$ cat config.mk
export PLATFORM = sky130hd
export DESIGN_NAME = fpk_panel
export DESIGN_NICKNAME = d
export VERILOG_FILES = /design/src/shared/fpk_pkg.sv /design/src/shared/fpk_conv_if.sv /design/src/fpk_bcd_conv.sv /design/src/fpk_panel.sv
export SDC_FILE = /design/constraint.sdc
export NUM_CORES = 1
export LEC_CHECK = 0
export ABC_AREA = 1
export BUFFER_PORTS_ARGS = -buffer_cell sky130_fd_sc_hd__buf_2
export CORE_MARGIN = 2
export CORE_UTILIZATION = 50
export DETAILED_ROUTE_END_ITERATION = 8
export PLACE_DENSITY = 0.73
export SYNTH_ARGS = -nofsm -noshare
export SYNTH_HDL_FRONTEND = slang
export SYNTH_HIERARCHICAL = 1
export SYNTH_SLANG_ARGS = --single-unit
$ cat constraint.sdc
create_clock -name mclk -period 6.2 [get_ports mclk]
set_input_delay 0 -clock mclk [delete_from_list [all_inputs] [get_ports mclk]]
set_output_delay 0 -clock mclk [all_outputs]
set_load 0.005 [all_outputs]
$ cat src/shared/fpk_pkg.sv
// Contract
// - Show indication one second, then monitor mode
// - Mode key cycles parameter, monitor, alarm; alarm is skipped unless one stands
// - New alarm forces alarm display from any mode but boot
// - Twenty idle seconds return to alarm mode
// - Up/down steps monitor variable, shows its tag
// - Shift steps group, up/down steps number
// - Set enters editing with current value
// - Mode abandons edit without saving
// - Shift moves cursor left, up/down adjust weight
// - Set commits or executes, back to parameters
// - Result code shows about one second
// - Write-protected save refused, read-only code
// - Bad or missing password gives locked code
// - Invalid or reserved value gives range code
// - Servo enabled refuses save, servo-on code
// - Restart parameters store, show power-on code
// - Set in monitor toggles decimal/hex
// - Decimal point marks high or low half in decimal display; hex shows an H or L glyph
// - Alarm shows fixed prefix and three digits
// - Two-second shift hold toggles sign
// - Sign toggle suppressed when out of range
package fpk_pkg;
    localparam int CLK_NS = 8;
    localparam int TICK_NS = 1000000;
    localparam int TICK_CYCLES = TICK_NS / CLK_NS;
    localparam int SHOW_MS = 1000;
    localparam int IDLE_MS = 20000;
    localparam int HOLD_MS = 2000;
    localparam int MON_LAST_DEF = 18;
    localparam int GRP_LAST_DEF = 4;
    localparam int CONV_BITS = 32;
    localparam int NKEYS = 5;
    localparam int K_MODE = 0;
    localparam int K_SHIFT = 1;
    localparam int K_UP = 2;
    localparam int K_DOWN = 3;
    localparam int K_SET = 4;
    localparam logic [2:0] CUR_LAST = 3'h4;

    typedef enum logic [2:0] {
        ST_BOOT = 3'h0,
        ST_MON = 3'h1,
        ST_PAR = 3'h3,
        ST_EDIT = 3'h2,
        ST_STAT = 3'h6,
        ST_ALM = 3'h7
    } fpk_state_type;

    typedef enum logic [2:0] {
        SV_SAVED = 3'h0,
        SV_RDONLY = 3'h1,
        SV_LOCKED = 3'h2,
        SV_RANGE = 3'h3,
        SV_SRVON = 3'h4,
        SV_PWRON = 3'h5
    } fpk_status_type;

    // Glyph codes 00..0F are the hex digits
    localparam logic [4:0] G_BLANK = 5'h10;
    localparam logic [4:0] G_L = 5'h11;
    localparam logic [4:0] G_R = 5'h12;
    localparam logic [4:0] G_N = 5'h13;
    localparam logic [4:0] G_O = 5'h14;
    localparam logic [4:0] G_P = 5'h15;
    localparam logic [4:0] G_H = 5'h16;
    localparam logic [4:0] G_DASH = 5'h17;
    localparam logic [4:0] G_U = 5'h18;
    localparam logic [4:0] G_C = 5'h19;
    localparam logic [9:0] ALARM_PREFIX_GLYPHS = {5'h0A, G_L};
    localparam logic [24:0] TXT_SAVED = {5'h05, 5'h0A, G_U, 5'h0E, 5'h0D};
    localparam logic [24:0] TXT_RDONLY = {G_R, G_DASH, G_O, G_N, G_L};
    localparam logic [24:0] TXT_LOCKED = {G_L, G_O, G_C, 5'h0E, 5'h0D};
    localparam logic [24:0] TXT_RANGE = {G_R, 5'h0A, G_N, 5'h06, 5'h0E};
    localparam logic [24:0] TXT_SRVON = {5'h05, G_R, G_U, G_O, G_N};
    localparam logic [24:0] TXT_PWRON = {G_P, G_O, G_DASH, G_O, G_N};

    function automatic logic [4:0] fpk_hex(input logic [3:0] n);
        return {1'b0, n};
    endfunction

    function automatic logic [24:0] fpk_bcd5(input logic [19:0] b);
        return {fpk_hex(b[19:16]), fpk_hex(b[15:12]), fpk_hex(b[11:8]), fpk_hex(b[7:4]), fpk_hex(b[3:0])};
    endfunction

    function automatic logic [31:0] fpk_pow10(input logic [2:0] k);
        case (k)
            3'h1: return 32'hA;
            3'h2: return 32'h64;
            3'h3: return 32'h3E8;
            3'h4: return 32'h2710;
            default: return 32'h1;
        endcase
    endfunction

    // Segments gfedcba
    function automatic logic [6:0] fpk_seg(input logic [4:0] g);
        case (g)
            5'h00: return 7'h3F;
            5'h01: return 7'h06;
            5'h02: return 7'h5B;
            5'h03: return 7'h4F;
            5'h04: return 7'h66;
            5'h05: return 7'h6D;
            5'h06: return 7'h7D;
            5'h07: return 7'h07;
            5'h08: return 7'h7F;
            5'h09: return 7'h6F;
            5'h0A: return 7'h77;
            5'h0B: return 7'h7C;
            5'h0C: return 7'h39;
            5'h0D: return 7'h5E;
            5'h0E: return 7'h79;
            5'h0F: return 7'h71;
            5'h11: return 7'h38;
            5'h12: return 7'h50;
            5'h13: return 7'h54;
            5'h14: return 7'h5C;
            5'h15: return 7'h73;
            5'h16: return 7'h74;
            5'h17: return 7'h40;
            5'h18: return 7'h1C;
            5'h19: return 7'h58;
            default: return 7'h00;
        endcase
    endfunction
endpackage

$ cat src/shared/fpk_conv_if.sv
`timescale 1ns/1ps
`default_nettype none
interface fpk_conv_if;
    logic start;
    logic busy;
    logic done;
    logic [31:0] bin;
    logic [39:0] bcd;
    modport conv(input start, input bin, output busy, output done, output bcd);
    modport user(output start, output bin, input busy, input done, input bcd);
endinterface
`default_nettype wire

$ cat src/fpk_bcd_conv.sv
`timescale 1ns/1ps
`default_nettype none
module fpk_bcd_conv
    import fpk_pkg::*;
(
    input wire logic mclk,
    input wire logic sys_rst,
    fpk_conv_if.conv cv
);
    logic [31:0] sh_q;
    logic [39:0] acc_q;
    logic [39:0] bcd_q;
    logic [5:0] cnt_q;
    logic busy_q;
    logic done_q;
    logic [39:0] dab;

    function automatic logic [39:0] dabble(input logic [39:0] a);
        logic [39:0] r;
        r = a;
        for (int i = 0; i < 10; i++) begin
            if (r[i*4+:4] >= 4'h5) r[i*4+:4] = r[i*4+:4] + 4'h3;
        end
        return r;
    endfunction

    assign dab = dabble(acc_q);
    assign cv.busy = busy_q;
    assign cv.done = done_q;
    assign cv.bcd = bcd_q;

    // Shift-and-add-3, one input bit per cycle
    always_ff @(posedge mclk or posedge sys_rst) begin
        if (sys_rst) begin
            sh_q <= 32'h0;
            acc_q <= 40'h0;
            bcd_q <= 40'h0;
            cnt_q <= 6'h0;
            busy_q <= 1'b0;
            done_q <= 1'b0;
        end else begin
            done_q <= 1'b0;
            if (!busy_q && cv.start) begin
                sh_q <= cv.bin;
                acc_q <= 40'h0;
                cnt_q <= 6'(CONV_BITS);
                busy_q <= 1'b1;
            end else if (busy_q) begin
                acc_q <= {dab[38:0], sh_q[31]};
                sh_q <= {sh_q[30:0], 1'b0};
                cnt_q <= cnt_q - 6'h1;
                if (cnt_q == 6'h1) begin
                    busy_q <= 1'b0;
                    done_q <= 1'b1;
                    bcd_q <= {dab[38:0], sh_q[31]};
                end
            end
        end
    end
endmodule
`default_nettype wire

$ cat src/fpk_panel.sv
`timescale 1ns/1ps
`default_nettype none
module fpk_panel
    import fpk_pkg::*;
#(
    parameter int TICK_CYC = TICK_CYCLES,
    parameter int SHOW_T = SHOW_MS,
    parameter int IDLE_T = IDLE_MS,
    parameter int HOLD_T = HOLD_MS,
    parameter int MON_LAST = MON_LAST_DEF,
    parameter int GRP_LAST = GRP_LAST_DEF
) (
    input wire logic mclk,
    input wire logic sys_rst,
    input wire logic [NKEYS-1:0] key_raw,
    input wire logic alarm_active,
    input wire logic alarm_new,
    input wire logic [11:0] alarm_code,
    input wire logic [31:0] mon_value,
    input wire logic mon_wide,
    input wire logic [31:0] par_value,
    input wire logic [31:0] par_min,
    input wire logic [31:0] par_max,
    input wire logic par_ro,
    input wire logic par_locked,
    input wire logic par_reserved,
    input wire logic par_restart,
    input wire logic par_is_cmd,
    input wire logic servo_on,
    output logic [4:0] mon_sel,
    output logic [3:0] grp_sel,
    output logic [6:0] par_num,
    output logic par_wr_en,
    output logic [31:0] par_wr_value,
    output logic cmd_exec,
    output logic [34:0] seg_out,
    output logic [4:0] dp_out,
    output logic [4:0] blink_out,
    output logic [2:0] ui_mode
);
    if (TICK_CYC < 2 || SHOW_T < 2 || IDLE_T < 2 || HOLD_T < 2 || SHOW_T > 65535 ||
        IDLE_T > 65535 || HOLD_T > 65535 || MON_LAST > 31 || MON_LAST < 1 ||
        GRP_LAST > 15 || GRP_LAST < 1) begin : g_bad
        $error("fpk_panel: parameter out of range");
    end

    localparam int TW = $clog2(TICK_CYC);

    fpk_state_type st_q;
    fpk_state_type st_d;
    fpk_status_type stat_q;
    fpk_status_type stat_d;
    logic [TW-1:0] div_q;
    logic tick;
    logic [NKEYS-1:0] samp_q;
    logic [NKEYS-1:0] db_q;
    logic [NKEYS-1:0] db_d;
    logic [NKEYS-1:0] rise;
    logic [15:0] hold_q;
    logic long_q;
    logic ev_mode;
    logic ev_shift;
    logic ev_long;
    logic ev_up;
    logic ev_dn;
    logic ev_set;
    logic any_key;
    logic [15:0] show_q;
    logic show_on;
    logic show_end;
    logic show_load;
    logic [15:0] idle_q;
    logic idle_run;
    logic idle_hit;
    logic [4:0] mon_sel_q;
    logic hex_q;
    logic half_q;
    logic [3:0] grp_q;
    logic [6:0] num_q;
    logic [3:0] num_tens;
    logic [3:0] num_ones;
    logic [31:0] edit_q;
    logic [2:0] cur_q;
    logic [31:0] flip;
    logic flip_ok;
    logic out_rng;
    logic accept;
    logic commit;
    logic par_wr_en_q;
    logic cmd_exec_q;
    logic [31:0] par_wr_value_q;
    logic [31:0] src;
    logic neg;
    logic [31:0] mag;
    logic [15:0] hw;
    logic [24:0] tag_g;
    logic [24:0] mon_hex_g;
    logic [24:0] mon_dec_g;
    logic [24:0] par_g;
    logic [24:0] alm_g;
    logic [24:0] stat_g;
    logic [24:0] disp_g;
    logic dec_show;
    logic wide_dec;
    logic [4:0] dp_d;
    logic [4:0] blink_d;
    logic [34:0] seg_q;
    logic [4:0] dp_q;
    logic [4:0] blink_q;

    fpk_conv_if cv();

    fpk_bcd_conv u_conv (
        .mclk(mclk),
        .sys_rst(sys_rst),
        .cv(cv.conv)
    );

    // Millisecond enable
    assign tick = (div_q == TW'(TICK_CYC - 1));

    always_ff @(posedge mclk or posedge sys_rst) begin
        if (sys_rst) div_q <= '0;
        else div_q <= tick ? '0 : div_q + TW'(1);
    end

    // A key level changes only after two agreeing samples
    assign db_d = (key_raw & samp_q) | (db_q & (key_raw | samp_q));
    assign rise = tick ? (db_d & ~db_q) : '0;
    assign ev_mode = rise[K_MODE];
    assign ev_up = rise[K_UP];
    assign ev_dn = rise[K_DOWN];
    assign ev_set = rise[K_SET];
    assign ev_long = tick & db_q[K_SHIFT] & db_d[K_SHIFT] & ~long_q & (hold_q == 16'(HOLD_T - 1));
    assign ev_shift = tick & db_q[K_SHIFT] & ~db_d[K_SHIFT] & ~long_q;
    assign any_key = (|rise) | ev_shift | ev_long;

    always_ff @(posedge mclk or posedge sys_rst) begin
        if (sys_rst) begin
            samp_q <= '0;
            db_q <= '0;
        end else if (tick) begin
            samp_q <= key_raw;
            db_q <= db_d;
        end
    end

    always_ff @(posedge mclk or posedge sys_rst) begin
        if (sys_rst) begin
            hold_q <= 16'h0;
            long_q <= 1'b0;
        end else if (rise[K_SHIFT]) begin
            hold_q <= 16'h0;
            long_q <= 1'b0;
        end else if (ev_long) begin
            long_q <= 1'b1;
        end else if (tick && db_q[K_SHIFT] && !long_q) begin
            hold_q <= hold_q + 16'h1;
        end
    end

    // One-second display hold for boot, monitor tag and result code
    assign show_on = (show_q != 16'h0);
    assign show_end = tick && (show_q == 16'h1);
    assign show_load = (st_q == ST_MON && st_d == ST_MON && (ev_up || ev_dn)) ||
        (st_q != ST_STAT && st_d == ST_STAT);

    always_ff @(posedge mclk or posedge sys_rst) begin
        if (sys_rst) show_q <= 16'(SHOW_T);
        else if (show_load) show_q <= 16'(SHOW_T);
        else if (tick && show_on) show_q <= show_q - 16'h1;
    end

    // Inactivity count only matters while an alarm stands
    assign idle_run = alarm_active && st_q != ST_ALM && st_q != ST_BOOT;
    assign idle_hit = idle_run && !any_key && tick && (idle_q == 16'(IDLE_T - 1));

    always_ff @(posedge mclk or posedge sys_rst) begin
        if (sys_rst) idle_q <= 16'h0;
        else if (!idle_run || any_key) idle_q <= 16'h0;
        else if (tick) idle_q <= idle_q + 16'h1;
    end

    always_comb begin
        st_d = st_q;
        case (st_q)
            ST_BOOT: if (show_end) st_d = ST_MON;
            ST_MON: if (ev_mode) st_d = alarm_active ? ST_ALM : ST_PAR;
            ST_PAR: begin
                if (ev_mode) st_d = ST_MON;
                else if (ev_set) st_d = ST_EDIT;
            end
            ST_EDIT: begin
                if (ev_mode) st_d = ST_PAR;
                else if (ev_set) st_d = ST_STAT;
            end
            ST_STAT: if (show_end) st_d = ST_PAR;
            ST_ALM: if (ev_mode) st_d = ST_PAR;
            default: st_d = ST_BOOT;
        endcase
        if (st_q != ST_BOOT && (alarm_new || idle_hit)) st_d = ST_ALM;
    end

    always_ff @(posedge mclk or posedge sys_rst) begin
        if (sys_rst) st_q <= ST_BOOT;
        else st_q <= st_d;
    end

    // Save checks, first refusal wins
    assign out_rng = par_reserved || ($signed(edit_q) < $signed(par_min)) ||
        ($signed(edit_q) > $signed(par_max));
    assign stat_d = par_ro ? SV_RDONLY :
        par_locked ? SV_LOCKED :
        servo_on ? SV_SRVON :
        out_rng ? SV_RANGE :
        par_restart ? SV_PWRON : SV_SAVED;
    assign accept = !(par_ro || par_locked || servo_on || out_rng);
    assign commit = (st_q == ST_EDIT) && (st_d == ST_STAT);

    always_ff @(posedge mclk or posedge sys_rst) begin
        if (sys_rst) begin
            stat_q <= SV_SAVED;
            par_wr_en_q <= 1'b0;
            cmd_exec_q <= 1'b0;
            par_wr_value_q <= 32'h0;
        end else begin
            par_wr_en_q <= commit && accept && !par_is_cmd;
            cmd_exec_q <= commit && accept && par_is_cmd;
            if (commit) begin
                stat_q <= stat_d;
                par_wr_value_q <= edit_q;
            end
        end
    end

    // Monitor and parameter selection
    always_ff @(posedge mclk or posedge sys_rst) begin
        if (sys_rst) begin
            mon_sel_q <= 5'h0;
            hex_q <= 1'b0;
            half_q <= 1'b0;
            grp_q <= 4'h0;
            num_q <= 7'h0;
        end else if (st_q == ST_MON && st_d == ST_MON) begin
            if (ev_up) mon_sel_q <= (mon_sel_q == 5'(MON_LAST)) ? 5'h0 : mon_sel_q + 5'h1;
            else if (ev_dn) mon_sel_q <= (mon_sel_q == 5'h0) ? 5'(MON_LAST) : mon_sel_q - 5'h1;
            else if (ev_set) hex_q <= !hex_q;
            else if (ev_shift) half_q <= !half_q;
        end else if (st_q == ST_PAR && st_d == ST_PAR) begin
            if (ev_shift) grp_q <= (grp_q == 4'(GRP_LAST)) ? 4'h0 : grp_q + 4'h1;
            else if (ev_up) num_q <= (num_q == 7'h63) ? 7'h0 : num_q + 7'h1;
            else if (ev_dn) num_q <= (num_q == 7'h0) ? 7'h63 : num_q - 7'h1;
        end
    end

    assign num_tens = 4'(num_q / 7'hA);
    assign num_ones = 4'(num_q % 7'hA);

    // Editing
    assign flip = 32'h0 - edit_q;
    assign flip_ok = !($signed(flip) < $signed(par_min)) && !($signed(flip) > $signed(par_max));

    always_ff @(posedge mclk or posedge sys_rst) begin
        if (sys_rst) begin
            edit_q <= 32'h0;
            cur_q <= 3'h0;
        end else if (st_q == ST_PAR && st_d == ST_EDIT) begin
            edit_q <= par_value;
            cur_q <= 3'h0;
        end else if (st_q == ST_EDIT && st_d == ST_EDIT) begin
            if (ev_up) edit_q <= edit_q + fpk_pow10(cur_q);
            else if (ev_dn) edit_q <= edit_q - fpk_pow10(cur_q);
            else if (ev_shift) cur_q <= (cur_q == CUR_LAST) ? 3'h0 : cur_q + 3'h1;
            else if (ev_long && flip_ok) edit_q <= flip;
        end
    end

    // Number source for the decimal converter
    assign src = (st_q == ST_EDIT || st_q == ST_STAT) ? edit_q :
        mon_wide ? mon_value : {{16{mon_value[15]}}, mon_value[15:0]};
    assign neg = src[31];
    assign mag = neg ? (32'h0 - src) : src;
    assign cv.start = !cv.busy;
    assign cv.bin = mag;

    // Display composition, digit 4 leftmost
    assign hw = half_q ? mon_value[31:16] : mon_value[15:0];
    assign tag_g = {G_N, G_DASH, G_BLANK, fpk_hex({3'h0, mon_sel_q[4]}), fpk_hex(mon_sel_q[3:0])};
    assign mon_hex_g = {mon_wide ? (half_q ? G_H : G_L) : G_BLANK,
        fpk_hex(hw[15:12]), fpk_hex(hw[11:8]), fpk_hex(hw[7:4]), fpk_hex(hw[3:0])};
    assign mon_dec_g = fpk_bcd5((mon_wide && half_q) ? cv.bcd[39:20] : cv.bcd[19:0]);
    assign par_g = {G_P, fpk_hex(grp_q), G_DASH, fpk_hex(num_tens), fpk_hex(num_ones)};
    assign alm_g = {ALARM_PREFIX_GLYPHS, fpk_hex(alarm_code[11:8]),
        fpk_hex(alarm_code[7:4]), fpk_hex(alarm_code[3:0])};
    assign stat_g = (stat_q == SV_RDONLY) ? TXT_RDONLY :
        (stat_q == SV_LOCKED) ? TXT_LOCKED :
        (stat_q == SV_RANGE) ? TXT_RANGE :
        (stat_q == SV_SRVON) ? TXT_SRVON :
        (stat_q == SV_PWRON) ? TXT_PWRON : TXT_SAVED;
    assign disp_g = (st_q == ST_BOOT || (st_q == ST_MON && show_on)) ? tag_g :
        (st_q == ST_MON) ? (hex_q ? mon_hex_g : mon_dec_g) :
        (st_q == ST_PAR) ? par_g :
        (st_q == ST_EDIT) ? fpk_bcd5(cv.bcd[19:0]) :
        (st_q == ST_STAT) ? stat_g : alm_g;

    assign dec_show = (st_q == ST_MON && !hex_q && !show_on) || st_q == ST_EDIT;
    assign wide_dec = st_q == ST_MON && !hex_q && !show_on && mon_wide;
    assign dp_d = {(dec_show && neg) ? 2'b11 : 2'b00, 1'b0,
        wide_dec ? {!half_q, half_q} : 2'b00};
    assign blink_d = (st_q == ST_EDIT) ? (5'h1 << cur_q) : 5'h0;

    always_ff @(posedge mclk or posedge sys_rst) begin
        if (sys_rst) begin
            seg_q <= 35'h0;
            dp_q <= 5'h0;
            blink_q <= 5'h0;
        end else begin
            for (int i = 0; i < 5; i++) begin
                seg_q[i*7+:7] <= fpk_seg(disp_g[i*5+:5]);
            end
            dp_q <= dp_d;
            blink_q <= blink_d;
        end
    end

    assign mon_sel = mon_sel_q;
    assign grp_sel = grp_q;
    assign par_num = num_q;
    assign par_wr_en = par_wr_en_q;
    assign par_wr_value = par_wr_value_q;
    assign cmd_exec = cmd_exec_q;
    assign seg_out = seg_q;
    assign dp_out = dp_q;
    assign blink_out = blink_q;
    assign ui_mode = st_q;
endmodule
`default_nettype wire

* After elaboration in Yosys (flattened, before gate mapping)
Memories as Yosys holds them, arrays and structs flattened. A register that Yosys moved wholly into a read port is not among the register bits. Index checks and enable logic that the tools add are counted.
Word-level totals: register bits after elaboration 297, latch bits 0, memory bits (writable) 0, ROM bits 1120, output and inout bits 98, memories kept 5
Memory list:
- (name not given) | words 32, width 7, rd ports 1, clocked after memory_dff 1, wr ports 0, RTL line fpk_pkg.sv:98 | case (g)
- (name not given) | words 32, width 7, rd ports 1, clocked after memory_dff 1, wr ports 0, RTL line fpk_pkg.sv:98
- (name not given) | words 32, width 7, rd ports 1, clocked after memory_dff 1, wr ports 0, RTL line fpk_pkg.sv:98
- (name not given) | words 32, width 7, rd ports 1, clocked after memory_dff 1, wr ports 0, RTL line fpk_pkg.sv:98
- (name not given) | words 32, width 7, rd ports 1, clocked after memory_dff 1, wr ports 0, RTL line fpk_pkg.sv:98
Cells by class: add/subtract/negate cells 25, $mul 0, div/mod/pow operators 2, order comparisons 14, eq/ne operators 32, shift-type cells 1, mux-type cells 92, bitwise gates (word level) 21, reduce and logical (&&, ||, !) cells 73
Operator list (count):
- 2-to-1 mux 32 bit | 17
- 2-to-1 mux 25 bit | 11
- 2-to-1 mux 16 bit | 8
- 2-to-1 mux 3 bit | 24
- > comparator 32 bit | 2
- less-than comparator 32 bit | 2
- subtractor 1 x 32 -> 32 bit (first input constant) | 2
- case mux 14 bit (4 select lines) | 1
- greater-or-equal comparator 4 x 3 -> 1 bit (second input constant) | 10
- 2-to-1 mux 4 bit | 10
- 2-to-1 mux 40 bit | 1
- adder 4 x 2 -> 4 bit (second input constant) | 9
- adder 16 x 1 -> 16 bit (second input constant) | 2
- adder 32 bit | 1
- subtractor 32 bit | 1
- 2-to-1 mux 5 bit | 6
- logical AND 1 bit | 28
- 2-to-1 mux 7 bit | 4
- equality test 3 x 2 -> 1 bit (second input constant) | 8
- 2-to-1 mux 20 bit | 1
- equality test 3 bit (second input constant) | 6
- case mux 3 bit (6 select lines) | 1
- adder 17 x 1 -> 17 bit (second input constant) | 1
- equality test 17 bit (second input constant) | 1
- 48 further kinds | 103

* Depth between registers and ports, before layout
depth in word-level cells 24, gate-level depth with buffers 31, mapped depth without buffers 30

* By module
The synthesis kept the hierarchy.
Modules (own cells, without submodules):
- fpk_panel | times used 1, cells each 3189, area an instance 20993.9 µm², seq. area each 5312.6 µm²
- fpk_bcd_conv | times used 1, cells each 716, area an instance 5898.2 µm², seq. area each 3002.9 µm²

* Worst setup path before layout
Ideal clock, no wire load.
path kind reg2reg, start register edit_q[1], end register edit_q[11], arrival time 3893 ps, data required time 6083 ps, setup slack 2191 ps, cell stages (with the launch flop) 28, buffers on the path 1, cells stage by stage dfrtp_1 -> inv_1 -> ha_1 -> nand3_1 -> nor3_1 -> nand4_1 -> nor2_1 -> nand4_1 -> nor2_1 -> nand2_1 -> xor2_1 -> inv_1 -> ha_1 -> nand2_1 -> inv_1 -> nand3_1 -> nor4_1 -> nand2_1 -> nand2_1 -> xnor2_1 -> nand2_1 -> nand2_1 -> nor2_1 -> o31ai_1 -> inv_1 -> buf_2 -> nand2_1 -> nand2_1
On the way: longest elaborated chain between the ends 7, elaborated cells between the ends (all ways) 17, classes of those cells 3 x add/sub; 2 x order compare; 6 x mux; 6 x reduce/logical
Ends and longest elaborated chain:
- start, declared | RTL line fpk_panel.sv:82 | logic [31:0] edit_q;
- start signal, assigned | RTL line fpk_panel.sv:268 | edit_q <= par_value;
- start signal, assigned | RTL line fpk_panel.sv:271 | if (ev_up) edit_q <= edit_q + fpk_pow10(cur_q);
- start signal, assigned | RTL line fpk_panel.sv:272 | else if (ev_dn) edit_q <= edit_q - fpk_pow10(cur_q);
- subtractor 1 x 32 -> 32 bit | RTL line fpk_panel.sv:260 | assign flip = 32'h0 - edit_q;
- less-than comparator 32 bit, or another cell as far along | RTL line fpk_panel.sv:261 | assign flip_ok = !($signed(flip) < $signed(par_min)) && !($signed(flip) > $signed(par_max));
- logical NOT 1 bit or 2-to-1 mux 32 bit (tied branches) | RTL line fpk_panel.sv:261, fpk_panel.sv:273
- logical AND 1 bit or 2-to-1 mux 32 bit (tied branches) | RTL line fpk_panel.sv:261, fpk_panel.sv:272
- logical AND 1 bit or 2-to-1 mux 32 bit (tied branches) | RTL line fpk_panel.sv:274, fpk_panel.sv:271
- nonzero test 4 bit (no source line) or 2-to-1 mux 32 bit (tied branches)
- AND reduction 3 bit (no source line) or 2-to-1 mux 32 bit (tied branches)
Parallel ways exist; a longest one is shown, timed or not. The select of a mux whose other input is x is not followed. A chain may end at the register's enable or synchronous reset.

* Final worst setup path
start register edit_q[1], end register edit_q[28]
Same word-level chain as after synthesis.

==> key figures <==
Worst setup path
  • Critical Path Sink Type: flop
  • Critical Path AT: 5.65 ns
  • Worst Path Max Fanout: 31
  • Endpoint of the most critical register-to-register path: edit_q[28]
  • WS Path Type: flop to flop
  • Worst-case register-to-register setup slack: 1.03 ns
  • Worst reg2reg path startpoint: edit_q[1]
  • Required time of the critical path: 6.69 ns
  • Type of origin of the critical path: flop
  • Reg2Reg Depth: 25

Timing
  • Pins Over Slew Limit: 0
  • Setup repair after global routing missed its margin: no
  • Summed negative setup slack over all endpoints: 0 ns
  • Final setup violation count: 0
  • Post-route minimum period: 5.17 ns
  • Worst slew margin: 0.327
  • Final critical-path share of the clock period: 0.834
  • Clock tree skew after final layout: 0.0282 ns
  • Hold Slack: 0.0496 ns
  • Final Hold Fails: 0
  • Actual transition at the worst max-transition pin: 1.01 ns
  • Highest achievable clock rate: 194 MHz

CTS
  • Clock Latency Late Sink: 0.57 ns
  • H-tree depth: 2
  • Deepest clock path buffer count: 3
  • Clock tree from TritonCTS: done
  • Clock slew seen by the registers of the worst setup and hold paths: 0.06 ns
  • Post-cts repair resize count: 0
  • CTS buffer count: 38
  • Number of clock sinks: 331
  • Post-CTS Setup Bufs: 0
  • Root Buffer Master: clkbuf_16

Flow run
  • Max-cap viol count: 0

Routing
  • Number of nets still failing antenna checks after routing: 0
  • Total length of routed wires: 88800 um
  • Total via count after detailed routing: 27.7k
  • Via/cell ratio: 5.69
  • Post-detailed-route DRC marker count: 0
  • Routed length per placed instance: 18.3 um
  • Count of routing violations after the opening detailed-route iteration: 2756
  • Number of search-and-repair iterations in the first detailed-routing pass: 6

Place
  • Cell area after placement: 0.0286 mm^2
  • Detail Placement HPWL: 68300 um
  • Count of port buffers added during placement: 252
  • GPL Wtd Cong: 1.02

Worst hold path
  • Start point of the worst hold path: mon_value[4]
  • Hold Path Sink: u_conv/sh_q[4]
  • Type of the most critical hold path: input pin to flop
  • Number of cells on the worst hold path: 6

Synth
  • Cell area after synthesis: 0.0269 mm^2
  • Cell count after synthesis: 3904
  • Post-synthesis net count: 4296
  • Average instance area after synthesis: 6.88 um^2
  • Total of warnings raised by yosys: 6

Floorplan
  • Boundary Pins: 254
  • Die area: 0.0556 mm^2
  • Vert. Die Dim: 236 um
  • Horizontal die dimension: 236 um
  • Core Box Area: 0.0529 mm^2
  • Starting density of the core: 0.508
  • Total number of placement rows: 84

GRT
  • Total routing resource utilization after global routing: 0.312
  • Largest net degree at the start of global routing: 92
  • Sum of overflow across all layers after global routing: 0
  • Number of antenna violations at the first check in global routing: 0
  • Via count of the first global-routing pass: 26.0k
  • First-pass GRT wire length: 139000 um

Power
  • Leak Pwr: 15.6 nW
  • Switching power summed over all nets: 4.68 mW
  • Power density of the placed cells: 337 mW/mm^2
  • Power share of the sequential group: 0.305
  • Cell internal power dissipation: 5.54 mW
  • Part of the total power dissipated in combinational logic: 0.472
  • Share of total power in the clock network: 0.223
  • Worst supply voltage drop on vdd: 0.000271 V
  • Net switching share of the total power: 0.458

Finish
  • Share of post-route cells with drive strength above 1: 0.105
  • Filler cells: 5147
  • Ant. Diodes: 0
  • Area of all placed cells without fillers: 0.0304 mm^2
  • Multi-input gate area: 0.0159 mm^2
  • Final #Nets: 4543
  • Flip-flop and latch area: 0.00829 mm^2
  • P&R area growth vs syn: 13.0%

Outcome
  • Result of the run: finished, final reports clean
-- registers in the layout, indices dropped and copies added, names as in the netlist, 6 cells and up --
signal and cells:
seg_out 35, u_conv/cnt_q 6, show_q 16, u_conv/acc_q 40
edit_q 32, hold_q 16, u_conv/cv.bcd 40, idle_q 16
u_conv/sh_q 32, par_num 7, par_wr_value 32, div_q 17
-- through the flow --
| step | cells | utilization | worst slack [ns] | power [mW] |
|---|---|---|---|---|
| finish | 4866 | 0.574 | 1.03 | 10.2 |
| global route | 4866 | 0.574 | 0.451 | 11.0 |
| CTS | 4866 | 0.574 | 1.16 | 10.1 |
| detailed placement | 4749 | 0.541 | 1.18 | 7.80 |
| global placement | 4749 | 0.541 | 1.35 | 7.77 |
| floorplan | 3904 | - | 0.416 | 6.30 |
-- power by group through the flow --
| stage | clock network, mW | logic (mW) | registers (mW) |
|---|---|---|---|
| 2_1_floorplan | 0 | 3.43 | 2.87 |
| 3_3_place_gp | 0 | 4.65 | 3.12 |
| 3_5_place_dp | 0 | 4.67 | 3.13 |
| 4_1_cts | 2.31 | 4.73 | 3.09 |
| 5_1_grt | 2.38 | 5.43 | 3.15 |
| 6_report | 2.28 | 4.83 | 3.12 |
-- layout by cell type (no fill, tap or decap), types with 87 or more instances in the layout --
cell,n
buf_2,252
dfrtp_1,325
ha_1,234
a21oi_1,192
nand3_1,273
o21ai_0,241
inv_1,527
nor2_1,304
nand2_1,1079
xor2_1,87
-- critical path, cell delays in order (launching register included) --
cell	delay [ns]
dfrtp_1	0.46
inv_1	0.24
ha_1	0.23
nand3_1	0.14
nor3_1	0.32
nand4_1	0.21
nor2_1	0.19
nand4_1	0.18
nor2_1	0.19
nand3_1	0.10
xor2_1	0.19
inv_1	0.11
ha_1	0.28
nand2_1	0.06
nor3_1	0.29
nor4b_1	0.28
nand2_1	0.11
nand2_1	0.07
nand2_1	0.04
nand2_1	0.05
nand2_1	0.07
nor2_1	0.17
o31ai_4	0.08
inv_1	0.75
nand2_1	0.15
nand2_1	0.11
-- worst max path at each step --
| stage | from | end | slack (ns) |
|---|---|---|---|
| after global placement | edit_q[1] | edit_q[16] | 1.35 |
| after floorplan | sys_rst | blink_out[0] | 0.42 |
| final | edit_q[1] | edit_q[28] | 1.03 |
| after detailed placement | edit_q[1] | edit_q[28] | 1.18 |
| after CTS | edit_q[1] | edit_q[18] | 1.16 |
| after global routing | edit_q[1] | edit_q[25] | 0.45 |
-- routing by layer --
layer	vias up	share of wire	global-route usage
li1	13293	-	-
met1	12817	0.43	0.424
met2	1333	0.43	0.490
met3	244	0.091	0.0496
met4	0	0.048	0.143
met5	-	0	0
-- layout make-up --
type                            count  share of cell area
Inverter                          557              0.0695
Timing Repair Buffer              322              0.0630
Multi-Input combinational cell   2901               0.525
Sequential cell                   331               0.273
Clock inverter                     13             0.00441
Clock buffer                       54              0.0363
Tap cell                          688              0.0284
-- repair_timing --
item / 4_1_cts / 5_1_grt
setup endpoints to repair: 0 / 0
endpoints found under the hold margin: 191 / 0
hold buffers: 50 / 0
No activity file was read; power rests on OpenSTA's default activity.
